--- config.mk ---
export PLATFORM = sky130hd
export DESIGN_NAME = pcfg_top
export DESIGN_NICKNAME = d
export VERILOG_FILES = /design/src/pcfg_pkg.sv /design/src/pcfg_top.sv
export SDC_FILE = /design/constraint.sdc
export NUM_CORES = 1
export LEC_CHECK = 0
export ABC_AREA = 1
export BUFFER_PORTS_ARGS = -buffer_cell sky130_fd_sc_hd__buf_2
export CAP_MARGIN = 5
export CORE_UTILIZATION = 47
export CTS_CLUSTER_DIAMETER = 30
export DETAILED_ROUTE_END_ITERATION = 10
export PLACE_DENSITY = 0.76
export SKIP_CTS_REPAIR_TIMING = 1
export SYNTH_ARGS = -nofsm -noshare
export SYNTH_HDL_FRONTEND = slang
export SYNTH_SLANG_ARGS = --single-unit
--- constraint.sdc ---
create_clock -name aclk -period 1.54 [get_ports aclk]
set_input_delay 0.308 -clock aclk [delete_from_list [all_inputs] [get_ports aclk]]
set_output_delay 0.308 -clock aclk [all_outputs]
set_load 0.02 [all_outputs]
--- src/pcfg_pkg.sv ---
package pcfg_pkg;
	localparam int unsigned NUM_PINS     = 32;
	localparam int unsigned REG_W        = 16;
	localparam int unsigned IDX_W        = 8;
	// Register indices; byte address is four times the index
	localparam logic [7:0] IDX_MODE_LOW  = 8'h70;
	localparam logic [7:0] IDX_DIR_LOW   = 8'h72;
	localparam logic [7:0] IDX_DATA_LOW  = 8'h74;
	localparam logic [7:0] IDX_MODE_HIGH = 8'h76;
	localparam logic [7:0] IDX_DIR_HIGH  = 8'h78;
	localparam logic [7:0] IDX_DATA_HIGH = 8'h7a;
	localparam logic [15:0] RST_MODE_LOW  = 16'h0000;
	localparam logic [15:0] RST_MODE_HIGH = 16'h0000;
	localparam logic [15:0] RST_DIR_LOW   = 16'hfc0f;
	localparam logic [15:0] RST_DIR_HIGH  = 16'hffff;
	localparam logic [15:0] RST_DATA      = 16'h0000;
	// Pins whose pulled-input choice is a pulldown: 1, 6, 10, 22, 23
	localparam logic [31:0] PULLDOWN_MASK = 32'h00c0_0442;
	// Pins forced back to normal function by the strap: 26, 29
	localparam logic [31:0] STRAP_MASK    = 32'h2400_0000;
	localparam logic [1:0] RESP_OKAY      = 2'h0;
	localparam logic [1:0] RESP_SLVERR    = 2'h2;
	// Pin function encoding {mode, direction}
	typedef enum logic [1:0] {
		PCFG_NORMAL   = 2'b00,
		PCFG_IN_PULL  = 2'b01,
		PCFG_OUTPUT   = 2'b10,
		PCFG_IN_FLOAT = 2'b11
	} pcfg_func_t;
endpackage : pcfg_pkg

--- src/pcfg_top.sv ---
// Chosen here: the AXI4-Lite slave port.
`timescale 1ns/1ps
// Behaviour
// All thirty-two shared pins are programmable
// Programmable pin disconnects its normal function
// Mode/direction: normal, pulled in, out, float
// Open-drain by toggling direction bit
// Both mode registers reset to zero
// Pins 7 to 9 reset to normal
// Pins 4 to 6 reset to normal
// Others pulled inputs; 1,10,22,23 pulled down
// Pins 4,5,7-9 pull up; 6 down
// Strap low in reset reverts 26, 29
// Low set: pins 0-15 at 70h,72h,74h
// High mode bit 15 is pin 31
// Low mode bits 15-0 are pins 15-0
// One direction bit per pin
// Direction bits map like mode bits
// Data drives or reflects pin, no inversion
// Software keeps data low for open-drain
// Direction resets: high FFFFh, low FC0Fh
// Input pins pass two-stage synchroniser
module pcfg_top #(
	parameter int unsigned ADDR_W = 12
) (
	input  wire logic                 aclk,
	input  wire logic                 aresetn,
	input  wire logic                 clk_en,
	input  wire logic [ADDR_W-1:0]    s_axi_awaddr,
	input  wire logic [2:0]           s_axi_awprot,
	input  wire logic                 s_axi_awvalid,
	output logic                      s_axi_awready,
	input  wire logic [31:0]          s_axi_wdata,
	input  wire logic [3:0]           s_axi_wstrb,
	input  wire logic                 s_axi_wvalid,
	output logic                      s_axi_wready,
	output logic [1:0]                s_axi_bresp,
	output logic                      s_axi_bvalid,
	input  wire logic                 s_axi_bready,
	input  wire logic [ADDR_W-1:0]    s_axi_araddr,
	input  wire logic [2:0]           s_axi_arprot,
	input  wire logic                 s_axi_arvalid,
	output logic                      s_axi_arready,
	output logic [31:0]               s_axi_rdata,
	output logic [1:0]                s_axi_rresp,
	output logic                      s_axi_rvalid,
	input  wire logic                 s_axi_rready,
	input  wire logic [31:0]          pin_in,
	output logic [31:0]               pin_out,
	output logic [31:0]               pin_oe,
	output logic [31:0]               pin_pullup_en,
	output logic [31:0]               pin_pulldown_en,
	input  wire logic [31:0]          func_out,
	input  wire logic [31:0]          func_oe,
	output logic [31:0]               func_in,
	output logic [31:0]               pin_is_programmable,
	input  wire logic                 address_enable_strap
);
	function automatic logic hit(input logic [ADDR_W-1:0] addr, input logic [7:0] idx);
		hit = (addr[ADDR_W-1:2] == (ADDR_W-2)'(idx));
	endfunction : hit

	function automatic logic [15:0] merge(input logic [15:0] old, input logic [31:0] wd, input logic [3:0] st);
		merge = {st[1] ? wd[15:8] : old[15:8], st[0] ? wd[7:0] : old[7:0]};
	endfunction : merge

	logic [15:0] mode_low_r;
	logic [15:0] mode_high_r;
	logic [15:0] dir_low_r;
	logic [15:0] dir_high_r;
	logic [15:0] data_low_r;
	logic [15:0] data_high_r;
	logic [31:0] pin_meta_r;
	logic [31:0] pin_sync_r;
	logic        strap_meta_r;
	logic        strap_sync_r;
	logic        strap_revert_r;

	// Write and read channel state; write address and data are taken together
	logic              wr_ready_r;
	logic              arready_r;
	logic              bvalid_r;
	logic [1:0]        bresp_r;
	logic              rvalid_r;
	logic [31:0]       rdata_r;
	logic [1:0]        rresp_r;

	logic [31:0] mode_all;
	logic [31:0] dir_all;
	logic [31:0] data_all;
	logic [31:0] pio_en;
	logic [31:0] drive_en;
	logic [31:0] pull_en;
	logic [31:0] data_view;

	assign mode_all  = {mode_high_r, mode_low_r};
	assign dir_all   = {dir_high_r, dir_low_r};
	assign data_all  = {data_high_r, data_low_r};

	// Strap reversion overrides whatever software programmed
	assign pio_en   = (mode_all | dir_all) & ~(strap_revert_r ? pcfg_pkg::STRAP_MASK : 32'h0000_0000);
	assign drive_en = pio_en & mode_all & ~dir_all;
	assign pull_en  = pio_en & ~mode_all & dir_all;
	// Inputs read the pin, outputs read back the latch
	assign data_view = (drive_en & data_all) | (~drive_en & pin_sync_r);

	// Write handshake
	logic              aw_take;
	logic              w_take;
	logic              wr_go;
	logic [ADDR_W-1:0] wr_addr;
	logic [31:0]       wr_data;
	logic [3:0]        wr_strb;
	logic              wr_mode_lo;
	logic              wr_mode_hi;
	logic              wr_dir_lo;
	logic              wr_dir_hi;
	logic              wr_data_lo;
	logic              wr_data_hi;
	logic              wr_mapped;

	assign aw_take = s_axi_awvalid & wr_ready_r;
	assign w_take  = s_axi_wvalid & wr_ready_r;
	assign wr_go   = aw_take & w_take;
	assign wr_addr = s_axi_awaddr;
	assign wr_data = s_axi_wdata;
	assign wr_strb = s_axi_wstrb;
	assign wr_mode_lo = wr_go & hit(wr_addr, pcfg_pkg::IDX_MODE_LOW);
	assign wr_dir_lo  = wr_go & hit(wr_addr, pcfg_pkg::IDX_DIR_LOW);
	assign wr_data_lo = wr_go & hit(wr_addr, pcfg_pkg::IDX_DATA_LOW);
	assign wr_mode_hi = wr_go & hit(wr_addr, pcfg_pkg::IDX_MODE_HIGH);
	assign wr_dir_hi  = wr_go & hit(wr_addr, pcfg_pkg::IDX_DIR_HIGH);
	assign wr_data_hi = wr_go & hit(wr_addr, pcfg_pkg::IDX_DATA_HIGH);
	assign wr_mapped  = wr_mode_lo | wr_dir_lo | wr_data_lo | wr_mode_hi | wr_dir_hi | wr_data_hi;

	// Read decode
	logic        ar_take;
	logic [15:0] rd_word;
	logic        rd_mapped;

	assign ar_take = s_axi_arvalid & arready_r;
	assign rd_word =
		hit(s_axi_araddr, pcfg_pkg::IDX_MODE_LOW)  ? mode_low_r  :
		hit(s_axi_araddr, pcfg_pkg::IDX_DIR_LOW)   ? dir_low_r   :
		hit(s_axi_araddr, pcfg_pkg::IDX_DATA_LOW)  ? data_view[15:0] :
		hit(s_axi_araddr, pcfg_pkg::IDX_MODE_HIGH) ? mode_high_r :
		hit(s_axi_araddr, pcfg_pkg::IDX_DIR_HIGH)  ? dir_high_r  :
		hit(s_axi_araddr, pcfg_pkg::IDX_DATA_HIGH) ? data_view[31:16] : 16'h0000;
	assign rd_mapped =
		hit(s_axi_araddr, pcfg_pkg::IDX_MODE_LOW) | hit(s_axi_araddr, pcfg_pkg::IDX_DIR_LOW) |
		hit(s_axi_araddr, pcfg_pkg::IDX_DATA_LOW) | hit(s_axi_araddr, pcfg_pkg::IDX_MODE_HIGH) |
		hit(s_axi_araddr, pcfg_pkg::IDX_DIR_HIGH) | hit(s_axi_araddr, pcfg_pkg::IDX_DATA_HIGH);

	// Synchronisers free of reset so pin levels are valid at release
	always_ff @(posedge aclk) begin
		if (clk_en) begin
			pin_meta_r   <= pin_in;
			pin_sync_r   <= pin_meta_r;
			strap_meta_r <= address_enable_strap;
			strap_sync_r <= strap_meta_r;
		end
	end

	// Strap is tracked while reset is held and frozen at release
	always_ff @(posedge aclk) begin
		if (clk_en && !aresetn) begin
			strap_revert_r <= ~strap_sync_r;
		end
	end

	always_ff @(posedge aclk) begin
		if (!aresetn) begin
			mode_low_r  <= pcfg_pkg::RST_MODE_LOW;
			mode_high_r <= pcfg_pkg::RST_MODE_HIGH;
			dir_low_r   <= pcfg_pkg::RST_DIR_LOW;
			dir_high_r  <= pcfg_pkg::RST_DIR_HIGH;
			data_low_r  <= pcfg_pkg::RST_DATA;
			data_high_r <= pcfg_pkg::RST_DATA;
		end else if (clk_en) begin
			if (wr_mode_lo) mode_low_r  <= merge(mode_low_r, wr_data, wr_strb);
			if (wr_mode_hi) mode_high_r <= merge(mode_high_r, wr_data, wr_strb);
			if (wr_dir_lo)  dir_low_r   <= merge(dir_low_r, wr_data, wr_strb);
			if (wr_dir_hi)  dir_high_r  <= merge(dir_high_r, wr_data, wr_strb);
			if (wr_data_lo) data_low_r  <= merge(data_low_r, wr_data, wr_strb);
			if (wr_data_hi) data_high_r <= merge(data_high_r, wr_data, wr_strb);
		end
	end

	always_ff @(posedge aclk) begin
		if (!aresetn) begin
			wr_ready_r <= 1'b0;
			bvalid_r   <= 1'b0;
			bresp_r    <= pcfg_pkg::RESP_OKAY;
		end else if (clk_en) begin
			// Registered ready: one-cycle pulse once both halves wait
			wr_ready_r <= s_axi_awvalid & s_axi_wvalid & ~wr_ready_r & ~bvalid_r;
			if (wr_go) begin
				bvalid_r  <= 1'b1;
				bresp_r   <= wr_mapped ? pcfg_pkg::RESP_OKAY : pcfg_pkg::RESP_SLVERR;
			end else if (bvalid_r && s_axi_bready) begin
				bvalid_r <= 1'b0;
			end
		end
	end

	always_ff @(posedge aclk) begin
		if (!aresetn) begin
			arready_r <= 1'b0;
			rvalid_r  <= 1'b0;
			rdata_r   <= 32'h0000_0000;
			rresp_r   <= pcfg_pkg::RESP_OKAY;
		end else if (clk_en) begin
			arready_r <= s_axi_arvalid & ~arready_r & ~rvalid_r;
			if (ar_take) begin
				rvalid_r <= 1'b1;
				rdata_r  <= {16'h0000, rd_word};
				rresp_r  <= rd_mapped ? pcfg_pkg::RESP_OKAY : pcfg_pkg::RESP_SLVERR;
			end else if (rvalid_r && s_axi_rready) begin
				rvalid_r <= 1'b0;
			end
		end
	end

	// Pad-side outputs registered; one cycle behind register writes
	always_ff @(posedge aclk) begin
		if (!aresetn) begin
			pin_out             <= 32'h0000_0000;
			pin_oe              <= 32'h0000_0000;
			pin_pullup_en       <= 32'h0000_0000;
			pin_pulldown_en     <= 32'h0000_0000;
			func_in             <= 32'h0000_0000;
			pin_is_programmable <= 32'h0000_0000;
		end else if (clk_en) begin
			pin_out             <= (drive_en & data_all) | (~pio_en & func_out);
			pin_oe              <= drive_en | (~pio_en & func_oe);
			pin_pullup_en       <= pull_en & ~pcfg_pkg::PULLDOWN_MASK;
			pin_pulldown_en     <= pull_en & pcfg_pkg::PULLDOWN_MASK;
			func_in             <= pin_sync_r & ~pio_en;
			pin_is_programmable <= pio_en;
		end
	end

	assign s_axi_awready = wr_ready_r;
	assign s_axi_wready  = wr_ready_r;
	assign s_axi_bvalid  = bvalid_r;
	assign s_axi_bresp   = bresp_r;
	assign s_axi_arready = arready_r;
	assign s_axi_rvalid  = rvalid_r;
	assign s_axi_rdata   = rdata_r;
	assign s_axi_rresp   = rresp_r;
endmodule : pcfg_top

==> reports/qor.csv, run 1 <==
stage;metric;value;unit
status;run_status;finished, violations left;
status;violations;setup timing;
cells_and_area;num-fill-cells;2378;
routing;detail_route.wl_per_cell;18.3;um
floorplan;ios;404;
global_route;wire_length_of_the_first_global_routing_pass;74.3;mm
routing;final_wirelength;49.5;mm
cells_and_area;area_growth_syn_to_layout;39.1;%
clock_tree;cts-buffers-inserted;73;
timing;hold_violations;0;
routing;drc;0;
timing;slew_viol_final;0;
logic_synthesis;sequential_fraction_of_the_synthesis_area;52.2;%
floorplan;chipWidth;178;um
logic_synthesis;netlist_instances;1792;
placed_design;gp_routability_congestion;0.943;
setup_path;setup.worst_path.start_class;flop;
floorplan;initial_core_util;48.3;%
global_route;initial_antenna_violation_count;8;
setup_path;ff2ff_path_depth;9;
placed_design;place.detailed.instances;2522;
clock_tree;cts_tree;built;
placed_design;detailed_place_hpwl;34.6;mm
logic_synthesis;post_synth.cell_area_avg;8.10;um^2
global_route;vias_in_the_first_global_route;14170;
pwr;worst_ir_drop_vdd;0.924;mV
floorplan;number_of_standard_cell_rows_in_the_floorplan;63;
pwr;p_per_area;1370;nW/um^2
placed_design;place.port_buffers;325;
floorplan;die_height;178;um
routing;final_antenna_net_count;0;
clock_tree;cts_sink_count;345;
hold_path;hold_path_end;pin_oe[26];
logic_synthesis;yosys_register_bits;345;
cells_and_area;area_used_by_multi_input_combinational_logic;5900;um^2
routing;first_iter_violations;1011;
global_route;grt.overflow.total;0;
timing;timing_worst_slew_pin_value;0.793;ns
setup_path;critical_path.max_fanout;8;
logic_synthesis;dominantRegCellSynth;dfxtp_1;
clock_tree;ctsRootBufferMaster;clkbuf_16;
timing;final_setup_skew;0.0235;ns
job;cap_viol_max_count;0;
routing;drt_first_pass_iters;5;
logic_synthesis;synth_cell_types;34;
setup_path;r2r_start;s_axi_awready;
logic_synthesis;synth_area;14500;um^2
hold_path;hold_path_class;in2reg;
setup_path;reg2reg_to;mode_low_r[13];
timing;portion_of_the_clock_cycle_consumed_by_the_worst_path_in_the_final_layout;108;%
timing;rsz0062_at_grt;true;
global_route;pin_count_of_the_biggest_net_entering_global_routing;61;
setup_path;cp.arrival;2.11;ns
clock_tree;htreeDepth;3;
hold_path;hp-start;func_oe[26];
clock_tree;clock_tree.buffer_depth;3;
setup_path;r2r_setup_slack;-0.13;ns
clock_tree;clock_network_latency_to_the_later_pin_of_the_worst_skew_pair;0.56;ns
hold_path;holdPathStages;3;
timing;postLayoutSetupSlackWorst;-0.127;ns
cells_and_area;nets;2413;
timing;min_period;1.67;ns
routing;drt-vias-per-instance;5.42;
cells_and_area;total_area_of_sequential_cells;7590;um^2
timing;max_freq;600;MHz
setup_path;timing.critical_path.required;1.99;ns
logic_synthesis;synth_warn;0;
cells_and_area;fin_util;67.3;%
routing;count_of_vias_placed_by_the_detailed_router;14637;
pwr;power.leakage;0.00939;uW
floorplan;fp.dieArea;31600;um^2
setup_path;endpoint_kind;flop;
clock_tree;clkTransAtPathRegs;0.05;ns
cells_and_area;fraction_of_final_layout_cells_with_drive_strength_greater_than_1;28.5;%
pwr;totalPowerFinal;27700;uW
global_route;grt_usage;30.5;%
logic_synthesis;synth-edff-count;67;
cells_and_area;fin_cells;2699;
timing;setup_violations;39;
setup_path;critPathKind;reg2reg;
timing;maxSlewHeadroom;47.1;%
floorplan;core_area;30000;um^2
logic_synthesis;synth-async-reset-ratio;0;%
[metal layers]
metal	vias up	part of all wire [%]	global-route usage, %
li1	6840	-	-
met1	6837	37	34.1
met2	760	50	53.3
met3	198	8.0	6.88
met4	2	5.1	17.0
met5	-	0.022	0
[logic make-up (layout without fill, tap and decap cells)]
family                 Yosys count  after routing  synth area share, %
AO/OA/AOI/OAI                  384            384                 15.2
flip-flops                     345            345                 52.2
other                            1             57               0.0258
AND/OR/NAND/NOR                783            783                 23.7
buffers and inverters          279            740                 8.92
[flip-flops by register name, indices dropped and copies added, names as in the netlist, 27 cells and up]
name / count
pin_is_programmable: 32
pin_meta_r: 32
pin_pullup_en: 27
pin_sync_r: 32
pin_out: 32
func_in: 32
pin_oe: 32
[area by class of cell]
cell class	count	area share (%)
Sequential cell	345	37.6
Multi-Input combinational cell	1217	29.2
Antenna cell	7	0.0867
Timing Repair Buffer	485	15.8
Clock buffer	90	9.97
Clock inverter	45	2.76
Inverter	120	2.28
Tap cell	390	2.42
[where the power goes]
| group | leakage (uW) | internal (uW) | total (uW) | switching [uW] |
|---|---|---|---|---|
| clock network | 0.00125 | 10800 | 16200 | 5370 |
| registers | 0.00292 | 9570 | 9730 | 163 |
| logic | 0.00522 | 616 | 1780 | 1170 |
| total | 0.00939 | 21000 | 27700 | 6690 |
[layout by cell type (no fill, tap or decap), types with 8 or more instances in the layout]
cell	synthesis	layout
nand2_1	327	325
buf_2	18	323
dfxtp_1	278	273
nor2_1	235	233
a21oi_1	156	156
o21ai_0	146	126
nand3_1	120	120
inv_1	109	105
buf_4	56	103
clkbuf_16	0	76
edfxtp_1	67	67
o211ai_1	62	62
conb_1	1	50
nor3_1	35	34
dlygate4sd3_1	0	33
nand4_1	30	30
buf_12	0	19
o211ai_2	16	16
o21ai_1	0	14
nor2_4	11	13
inv_6	0	12
inv_2	11	11
clkbuf_1	81	8
bufinv_16	0	8
[metrics by stage]
stage	instance area (um^2)	hold WS [ns]	setup TNS (ns)	setup WS [ns]
after detailed placement	17200	0.405	-19.11	-0.320
after global placement	17200	0.400	-14.23	-0.265
after CTS	19700	-0.102	-3.93	-0.194
final	20200	0.0173	-2.49	-0.127
after global routing	20200	0.0259	-7.84	-0.208
after floorplan	14700	0.400	0	0.0226
[worst max-delay path, cell delays in order, from the launching register on]
cell and delay [ns]:
dfxtp_4 0.34, inv_2 0.04, nor2_4 0.14, nand2_4 0.08, nor3_4 0.26, nand2_2 0.14, nor2_4 0.20, inv_2 0.14
nor2_1 0.15, nor2_1 0.07
[synthesized netlist by cell type, types with 11 or more instances]
cell type | n | share of area (%)
nor2_4 | 11 | 0.85
buf_4 | 56 | 2.9
clkbuf_1 | 81 | 2.1
nand4_1 | 30 | 1.3
inv_1 | 109 | 2.8
o211ai_1 | 62 | 3.2
nand3_1 | 120 | 4.1
a21oi_1 | 156 | 5.4
o211ai_2 | 16 | 1.4
edfxtp_1 | 67 | 14
nor3_1 | 35 | 1.2
nor2_1 | 235 | 6.1
nand2_1 | 327 | 8.5
dfxtp_1 | 278 | 38
o21ai_0 | 146 | 5.0
buf_2 | 18 | 0.62
inv_2 | 11 | 0.28
[worst max path at each step]
stage,from,endpoint,slack [ns],cells after the start
after floorplan,s_axi_awready,dir_high_r[5],0.02,8
after global placement,s_axi_araddr[5],s_axi_rdata[2],-0.27,11
after detailed placement,s_axi_araddr[4],s_axi_rdata[2],-0.32,10
after CTS,s_axi_awready,mode_low_r[13],-0.19,9
after global routing,s_axi_awready,mode_high_r[0],-0.21,10
final,s_axi_awready,mode_low_r[13],-0.13,9
No activity file was read; power rests on OpenSTA's default activity.
==> run 2, diff against run 1 <==
ABC_AREA = not set   (was 1)
CORE_UTILIZATION = 48   (was 47)
==> reports/qor.csv, run 2 <==
stage;metric;value;unit;change
placed_design;place.detailed.instances;2481;;was 2522
placed_design;pre_cts_setup_slack;-0.458;ns;was -0.320 ns
logic_synthesis;synth_area;15800;um^2;was 14500 um^2
job;cap_viol_max_count;0;;unchanged
floorplan;die_height;183;um;was 178 um
routing;first_iter_violations;1349;;was 1011
routing;drt-vias-per-instance;5.73;;was 5.42
routing;count_of_vias_placed_by_the_detailed_router;15233;;was 14637
pwr;p_per_area;1270;nW/um^2;was 1370 nW/um^2
routing;drt_first_pass_iters;6;;was 5
status;run_status;finished, violations left;;unchanged
clock_tree;cts_tree;built;;unchanged
logic_synthesis;netlist_instances;1691;;was 1792
global_route;wire_length_of_the_first_global_routing_pass;82.8;mm;was 74.3 mm
timing;maxSlewHeadroom;54.0;%;was 47.1%
setup_path;worst-path-buf-inv;0;;was 2
timing;setup_violations;2;;was 39
logic_synthesis;yosys_register_bits;345;;unchanged
timing;min_period;1.56;ns;was 1.67 ns
cells_and_area;layout.cells.most_common;buf_2;;was nand2_1
routing;final_antenna_net_count;0;;unchanged
cells_and_area;area_growth_syn_to_layout;39.1;%;about the same
floorplan;ios;404;;unchanged
logic_synthesis;most_frequent_cell_after_synthesis;dfxtp_1;;was nand2_1
timing;rsz0062_at_grt;true;;unchanged
cells_and_area;nets;2330;;was 2413
logic_synthesis;synth_cell_types;62;;was 34
cells_and_area;num-fill-cells;2512;;was 2378
pwr;worst_ir_drop_vdd;1.12;mV;was 0.924 mV
global_route;pin_count_of_the_biggest_net_entering_global_routing;108;;was 61
logic_synthesis;synth_top_area_share;35.2;%;was 38.3%
status;violations;setup timing;;unchanged
cells_and_area;total_area_of_sequential_cells;7580;um^2;was 7590 um^2
clock_tree;ctsRootBufferMaster;clkbuf_16;;unchanged
logic_synthesis;post_synth_main_area_contributors;dfxtp_1, edfxtp_1, mux2i_1;;was dfxtp_1, edfxtp_1, nand2_1
clock_tree;htreeDepth;3;;unchanged
floorplan;number_of_standard_cell_rows_in_the_floorplan;66;;was 63
global_route;gr-max-usage-layer;met2;;unchanged
global_route;grt_usage;32.5;%;was 30.5%
logic_synthesis;synth_common_cells;dfxtp_1, nand3_1, nor2_1, mux2i_1;;was nand2_1, dfxtp_1, nor2_1, a21oi_1, o21ai_0
global_route;initial_antenna_violation_count;4;;was 8
timing;timing_worst_slew_pin_value;0.690;ns;was 0.793 ns
setup_path;cp_slowest_cell;dfxtp_1;;was dfxtp_4
cells_and_area;most_frequent_cells_in_the_layout;buf_2, dfxtp_1, nand3_1;;was nand2_1, buf_2, dfxtp_1
logic_synthesis;synth_warn;0;;unchanged
floorplan;fp.dieArea;33700;um^2;was 31600 um^2
routing;final_wirelength;58.1;mm;was 49.5 mm
global_route;grt_use_met3;8.12;%;was 6.88%
setup_path;critical_path.cell_chain;a21boi_0, a211oi_2, o21ai_0, a32o_1;;was inv_2, nor2_4, nand2_4, nor3_4, nand2_2, nor2_4, inv_2, nor2_1, nor2_1
setup_path;timing.critical_path.max_delay_family;compound AO/OA/AOI/OAI gates;;was simple AND/OR/NAND/NOR gates
timing;portion_of_the_clock_cycle_consumed_by_the_worst_path_in_the_final_layout;102;%;was 108%
global_route;use_met1;37.2;%;was 34.1%
setup_path;setup.worst_path.start_class;flop;;unchanged
floorplan;initial_core_util;48.7;%;was 48.3%
placed_design;gp_routability_congestion;1.03;;was 0.943
floorplan;core_area;32500;um^2;was 30000 um^2
setup_path;cp.arrival;2.02;ns;was 2.11 ns
clock_tree;clock_tree.buffer_depth;3;;unchanged
clock_tree;clkTransAtPathRegs;0.04;ns;was 0.05 ns
placed_design;detailed_place_hpwl;39.8;mm;was 34.6 mm
clock_tree;cts_sink_count;345;;unchanged
timing;hold_violations;0;;unchanged
timing;timing.hold.ws;0.0385;ns;was 0.0173 ns
clock_tree;clock_network_latency_to_the_later_pin_of_the_worst_skew_pair;0.58;ns;was 0.56 ns
cells_and_area;fin_cells;2660;;was 2699
routing;detail_route.wl_per_cell;21.8;um;was 18.3 um
timing;final_setup_skew;0.0274;ns;was 0.0235 ns
global_route;grt_use_met2;55.0;%;was 53.3%
cells_and_area;fraction_of_final_layout_cells_with_drive_strength_greater_than_1;31.6;%;was 28.5%
timing;slew_viol_final;0;;unchanged
pwr;totalPowerFinal;28000;uW;was 27700 uW
cells_and_area;area_used_by_multi_input_combinational_logic;7580;um^2;was 5900 um^2
logic_synthesis;dominantRegCellSynth;dfxtp_1;;unchanged
global_route;vias_in_the_first_global_route;14676;;was 14170
setup_path;max_stage_delay;0.45;ns;was 0.34 ns
global_route;grt.overflow.total;0;;unchanged
hold_path;hold_path_class;in2reg;;unchanged
setup_path;critPathKind;reg2reg;;unchanged
logic_synthesis;synth-async-reset-ratio;0;%;unchanged
logic_synthesis;post_synth.cell_area_avg;9.35;um^2;was 8.10 um^2
timing;postLayoutSetupSlackWorst;-0.0233;ns;was -0.127 ns
floorplan;chipWidth;183;um;was 178 um
pwr;power.leakage;0.00935;uW;was 0.00939 uW
setup_path;timing.critical_path.required;2.00;ns;was 1.99 ns
logic_synthesis;netlist.top_cell.by_area;dfxtp_1;;unchanged
clock_tree;cts-buffers-inserted;77;;was 73
timing;max_freq;640;MHz;was 600 MHz
logic_synthesis;synth-edff-count;67;;unchanged
setup_path;endpoint_kind;flop;;unchanged
placed_design;place.port_buffers;325;;unchanged
logic_synthesis;sequential_fraction_of_the_synthesis_area;47.9;%;was 52.2%
setup_path;critical_path.max_fanout;4;;was 8
routing;drc;0;;unchanged
[run 2: metrics by stage]
stage	TNS, ns	utilization, %	area, um^2
final	-0.0462	67.8	22000
after global routing	-0.144	67.8	22000
after CTS	-1.02	65.9	21400
after detailed placement	-23.83	57.9	18800
after global placement	-22.48	57.9	18800
after floorplan	-5.74	-	16200
[run 2: worst paths after layout]
| kind | startpoint | endpoint | depth (start not counted) | slack [ns] |
|---|---|---|---|---|
| worst min-delay path | s_axi_bready | s_axi_bvalid | 4 | 0.04 |
| worst max-delay path | dir_low_r[4] | s_axi_rdata[4] | 4 | -0.02 |
| worst min register to register | pin_meta_r[6] | pin_sync_r[6] | 0 | 0.41 |
| worst max register to register | dir_low_r[4] | s_axi_rdata[4] | 4 | -0.02 |
[run 2: routing by layer]
metal  share of wire, %  vias to the layer above
met2                 48                      861
met1                 37                     7316
met4                5.4                        2
met3                9.2                      201
li1                   -                     6853
met5              0.021                        -
[run 2: kinds of logic after synthesis]
group,share of synthesized area (%)
buffers and inverters,6.78
AO/OA/AOI/OAI,18.0
AND/OR/NAND/NOR,21.1
multiplexers,6.15
flip-flops,47.9
other,0.0237
[run 2: layout make-up]
cell class | instances | share of cell area (%)
sequential | 345 | 34.5
multi-input combinational | 1184 | 34.5
inverter | 20 | 0.341
clock inverter | 40 | 2.32
clock buffer | 95 | 9.53
antenna | 3 | 0.0341
tap | 442 | 2.51
timing repair buffer | 531 | 16.3
[run 2: tightest hold or removal path, stage by stage]
cell      delay, ns
buf_2          0.08
nand2_1        0.04
nand2_1        0.05
a21boi_0       0.07
[run 2: where the power goes]
group / total, uW / switching, uW / internal (uW)
clock network: 16400 / 5210 / 11100
registers: 9700 / 159 / 9540
logic: 1920 / 1160 / 757
==> run 3, diff against run 2 <==
--- a/config.mk
+++ b/config.mk
@@ -13,2 +13,3 @@
 export PLACE_DENSITY = 0.76
+export REMOVE_ABC_BUFFERS = 1
 export SKIP_CTS_REPAIR_TIMING = 1
--- a/constraint.sdc
+++ b/constraint.sdc
@@ -3,2 +3,2 @@
 set_output_delay 0.308 -clock aclk [all_outputs]
-set_load 0.02 [all_outputs]
+set_load 0.1 [all_outputs]
==> reports/qor.csv, run 3 (synthesis gave the netlist of run 2 again) <==
stage;metric;value;unit;change
placed_design;placement.cell_area;18400;um^2;was 18800 um^2
cells_and_area;postLayoutCellArea;22700;um^2;was 22000 um^2
floorplan;chipWidth;183;um;unchanged
timing;timing.hold.ws;0.0435;ns;was 0.0385 ns
global_route;gr-max-usage-layer;met2;;unchanged
clock_tree;cts_sink_count;345;;unchanged
floorplan;ios;404;;unchanged
timing;postLayoutSetupSlackWorst;-0.0973;ns;was -0.0233 ns
floorplan;fp.dieArea;33700;um^2;unchanged
setup_path;timing.critical_path.required;2.02;ns;was 2.00 ns
global_route;wire_length_of_the_first_global_routing_pass;73.0;mm;was 82.8 mm
cells_and_area;most_frequent_cells_in_the_layout;dfxtp_1, buf_4, buf_2;;was buf_2, dfxtp_1, nand3_1
global_route;initial_antenna_violation_count;5;;was 4
routing;count_of_vias_placed_by_the_detailed_router;14820;;was 15233
timing;max_freq;611;MHz;was 640 MHz
pwr;p_per_area;1310;nW/um^2;was 1270 nW/um^2
timing;min_period;1.64;ns;was 1.56 ns
setup_path;cp.arrival;2.12;ns;was 2.02 ns
job;cap_viol_max_count;0;;unchanged
routing;final_antenna_net_count;0;;unchanged
routing;first_iter_violations;1151;;was 1349
cells_and_area;layout.cells.most_common;dfxtp_1;;was buf_2
clock_tree;clock_network_latency_to_the_later_pin_of_the_worst_skew_pair;0.57;ns;was 0.58 ns
routing;drt_first_pass_iters;6;;unchanged
setup_path;critical_path.cell_chain;buf_6, and3_4, and4_4, clkbuf_16, nand3_1, a21boi_1;;was a21boi_0, a211oi_2, o21ai_0, a32o_1
global_route;grt.overflow.total;0;;unchanged
routing;final_wirelength;51.5;mm;was 58.1 mm
floorplan;number_of_standard_cell_rows_in_the_floorplan;66;;unchanged
cells_and_area;nets;2276;;was 2330
global_route;vias_in_the_first_global_route;13713;;was 14676
floorplan;die_height;183;um;unchanged
setup_path;worst-path-buf-inv;2;;was 0
setup_path;max_stage_delay;0.35;ns;was 0.45 ns
hold_path;hold_path_class;in2reg;;unchanged
timing;portion_of_the_clock_cycle_consumed_by_the_worst_path_in_the_final_layout;106;%;was 102%
timing;rsz0062_at_grt;true;;unchanged
setup_path;critPathKind;reg2reg;;unchanged
status;violations;setup timing;;unchanged
global_route;pin_count_of_the_biggest_net_entering_global_routing;86;;was 108
clock_tree;cts-buffers-inserted;75;;was 77
timing;setup_violations;39;;was 2
floorplan;initial_core_util;48.7;%;unchanged
pwr;totalPowerFinal;29800;uW;was 28000 uW
clock_tree;htreeDepth;3;;unchanged
global_route;grt_use_met2;46.7;%;was 55.0%
cells_and_area;area_growth_syn_to_layout;43.5;%;was 39.1%
routing;drc;0;;unchanged
floorplan;core_area;32500;um^2;unchanged
global_route;use_met1;33.1;%;was 37.2%
timing;slew_viol_final;0;;unchanged
setup_path;endpoint_kind;flop;;unchanged
clock_tree;cts_tree;built;;unchanged
placed_design;place.detailed.instances;2426;;was 2481
global_route;grt_usage;27.4;%;was 32.5%
routing;drt-vias-per-instance;5.67;;was 5.73
cells_and_area;fin_cells;2614;;was 2660
cells_and_area;fraction_of_final_layout_cells_with_drive_strength_greater_than_1;31.1;%;was 31.6%
clock_tree;ctsRootBufferMaster;clkbuf_16;;unchanged
routing;detail_route.wl_per_cell;19.7;um;was 21.8 um
placed_design;place.port_buffers;325;;unchanged
setup_path;setup.worst_path.start_class;flop;;unchanged
setup_path;r2r_start;s_axi_awready;;was dir_low_r[4]
hold_path;hp-start;s_axi_wdata[6];;was s_axi_bready
clock_tree;clock_tree.buffer_depth;3;;unchanged
global_route;grt_use_met3;6.26;%;was 8.12%
pwr;power.leakage;0.00925;uW;was 0.00935 uW
setup_path;critPathLaunch;s_axi_awready;;was dir_low_r[4]
timing;hold_violations;0;;unchanged
setup_path;timing.critical_path.max_delay_family;simple AND/OR/NAND/NOR gates;;was compound AO/OA/AOI/OAI gates
placed_design;detailed_place_hpwl;31.6;mm;was 39.8 mm
cells_and_area;fin_util;69.9;%;was 67.8%
status;run_status;finished, violations left;;unchanged
timing;final_setup_skew;0.0118;ns;was 0.0274 ns
setup_path;cp_slowest_cell;dfxtp_2;;was dfxtp_1
pwr;worst_ir_drop_vdd;0.984;mV;was 1.12 mV
setup_path;critical_path.max_fanout;10;;was 4
placed_design;gp_routability_congestion;0.855;;was 1.03
clock_tree;clkTransAtPathRegs;0.05;ns;was 0.04 ns
## run 3: cell count changes in the layout (fill, tap and decap cells not counted), moves of 10 or more
cell / before / now
buf_2: 323 / 140
o21ai_0: 44 / 22
nand3_1: 150 / 121
buf_12: 18 / 31
a21boi_2: 2 / 13
a21boi_1: 68 / 57
o21ai_1: 73 / 83
a211oi_1: 5 / 22
buf_4: 147 / 202
a211oi_2: 17 / 0
buf_6: 3 / 59
nand3_2: 2 / 25
o21ai_2: 3 / 15
## run 3: routing by layer
metal	vias up	wire length [um]
met4	2	1770
li1	6756	-
met2	729	25500
met3	140	4460
met5	-	16
met1	7193	19800
## run 3: final cells by class
| class | count | area, um^2 |
|---|---|---|
| antenna | 4 | 10.0 |
| clock buffer | 99 | 2200 |
| clock inverter | 41 | 510 |
| fill | 2288 | 9770 |
| inverter | 20 | 75.1 |
| multi-input combinational | 1184 | 7690 |
| sequential | 345 | 7580 |
| tap | 442 | 553 |
| timing repair buffer | 479 | 4070 |
## run 3: through the flow
stage	TNS (ns)	setup slack (ns)
2_1_floorplan	-169.46	-1.68
3_3_place_gp	-34.36	-0.420
3_5_place_dp	-36.82	-0.443
4_1_cts	-30.64	-0.197
5_1_grt	-4.12	-0.138
6_report	-0.810	-0.0973
## run 3: power breakdown
group,switching (uW),leakage [uW],total (uW),internal [uW]
Clock,5320,0.00130,16800,11500
Combinational,2420,0.00503,3290,865
Sequential,158,0.00292,9690,9530
## run 3: final timing paths
path / cells past startpoint / to / slack, ns
worst max register to register: 6 / mode_high_r[6] / -0.1
worst min register to register: 0 / pin_sync_r[7] / 0.41
worst max-delay path: 6 / mode_high_r[6] / -0.1
worst min-delay path: 3 / dir_low_r[6] / 0.04
## run 3: tightest hold or removal path: stages
cell and delay (ns):
buf_2 0.15, nand3_4 0.07, a21boi_2 0.04
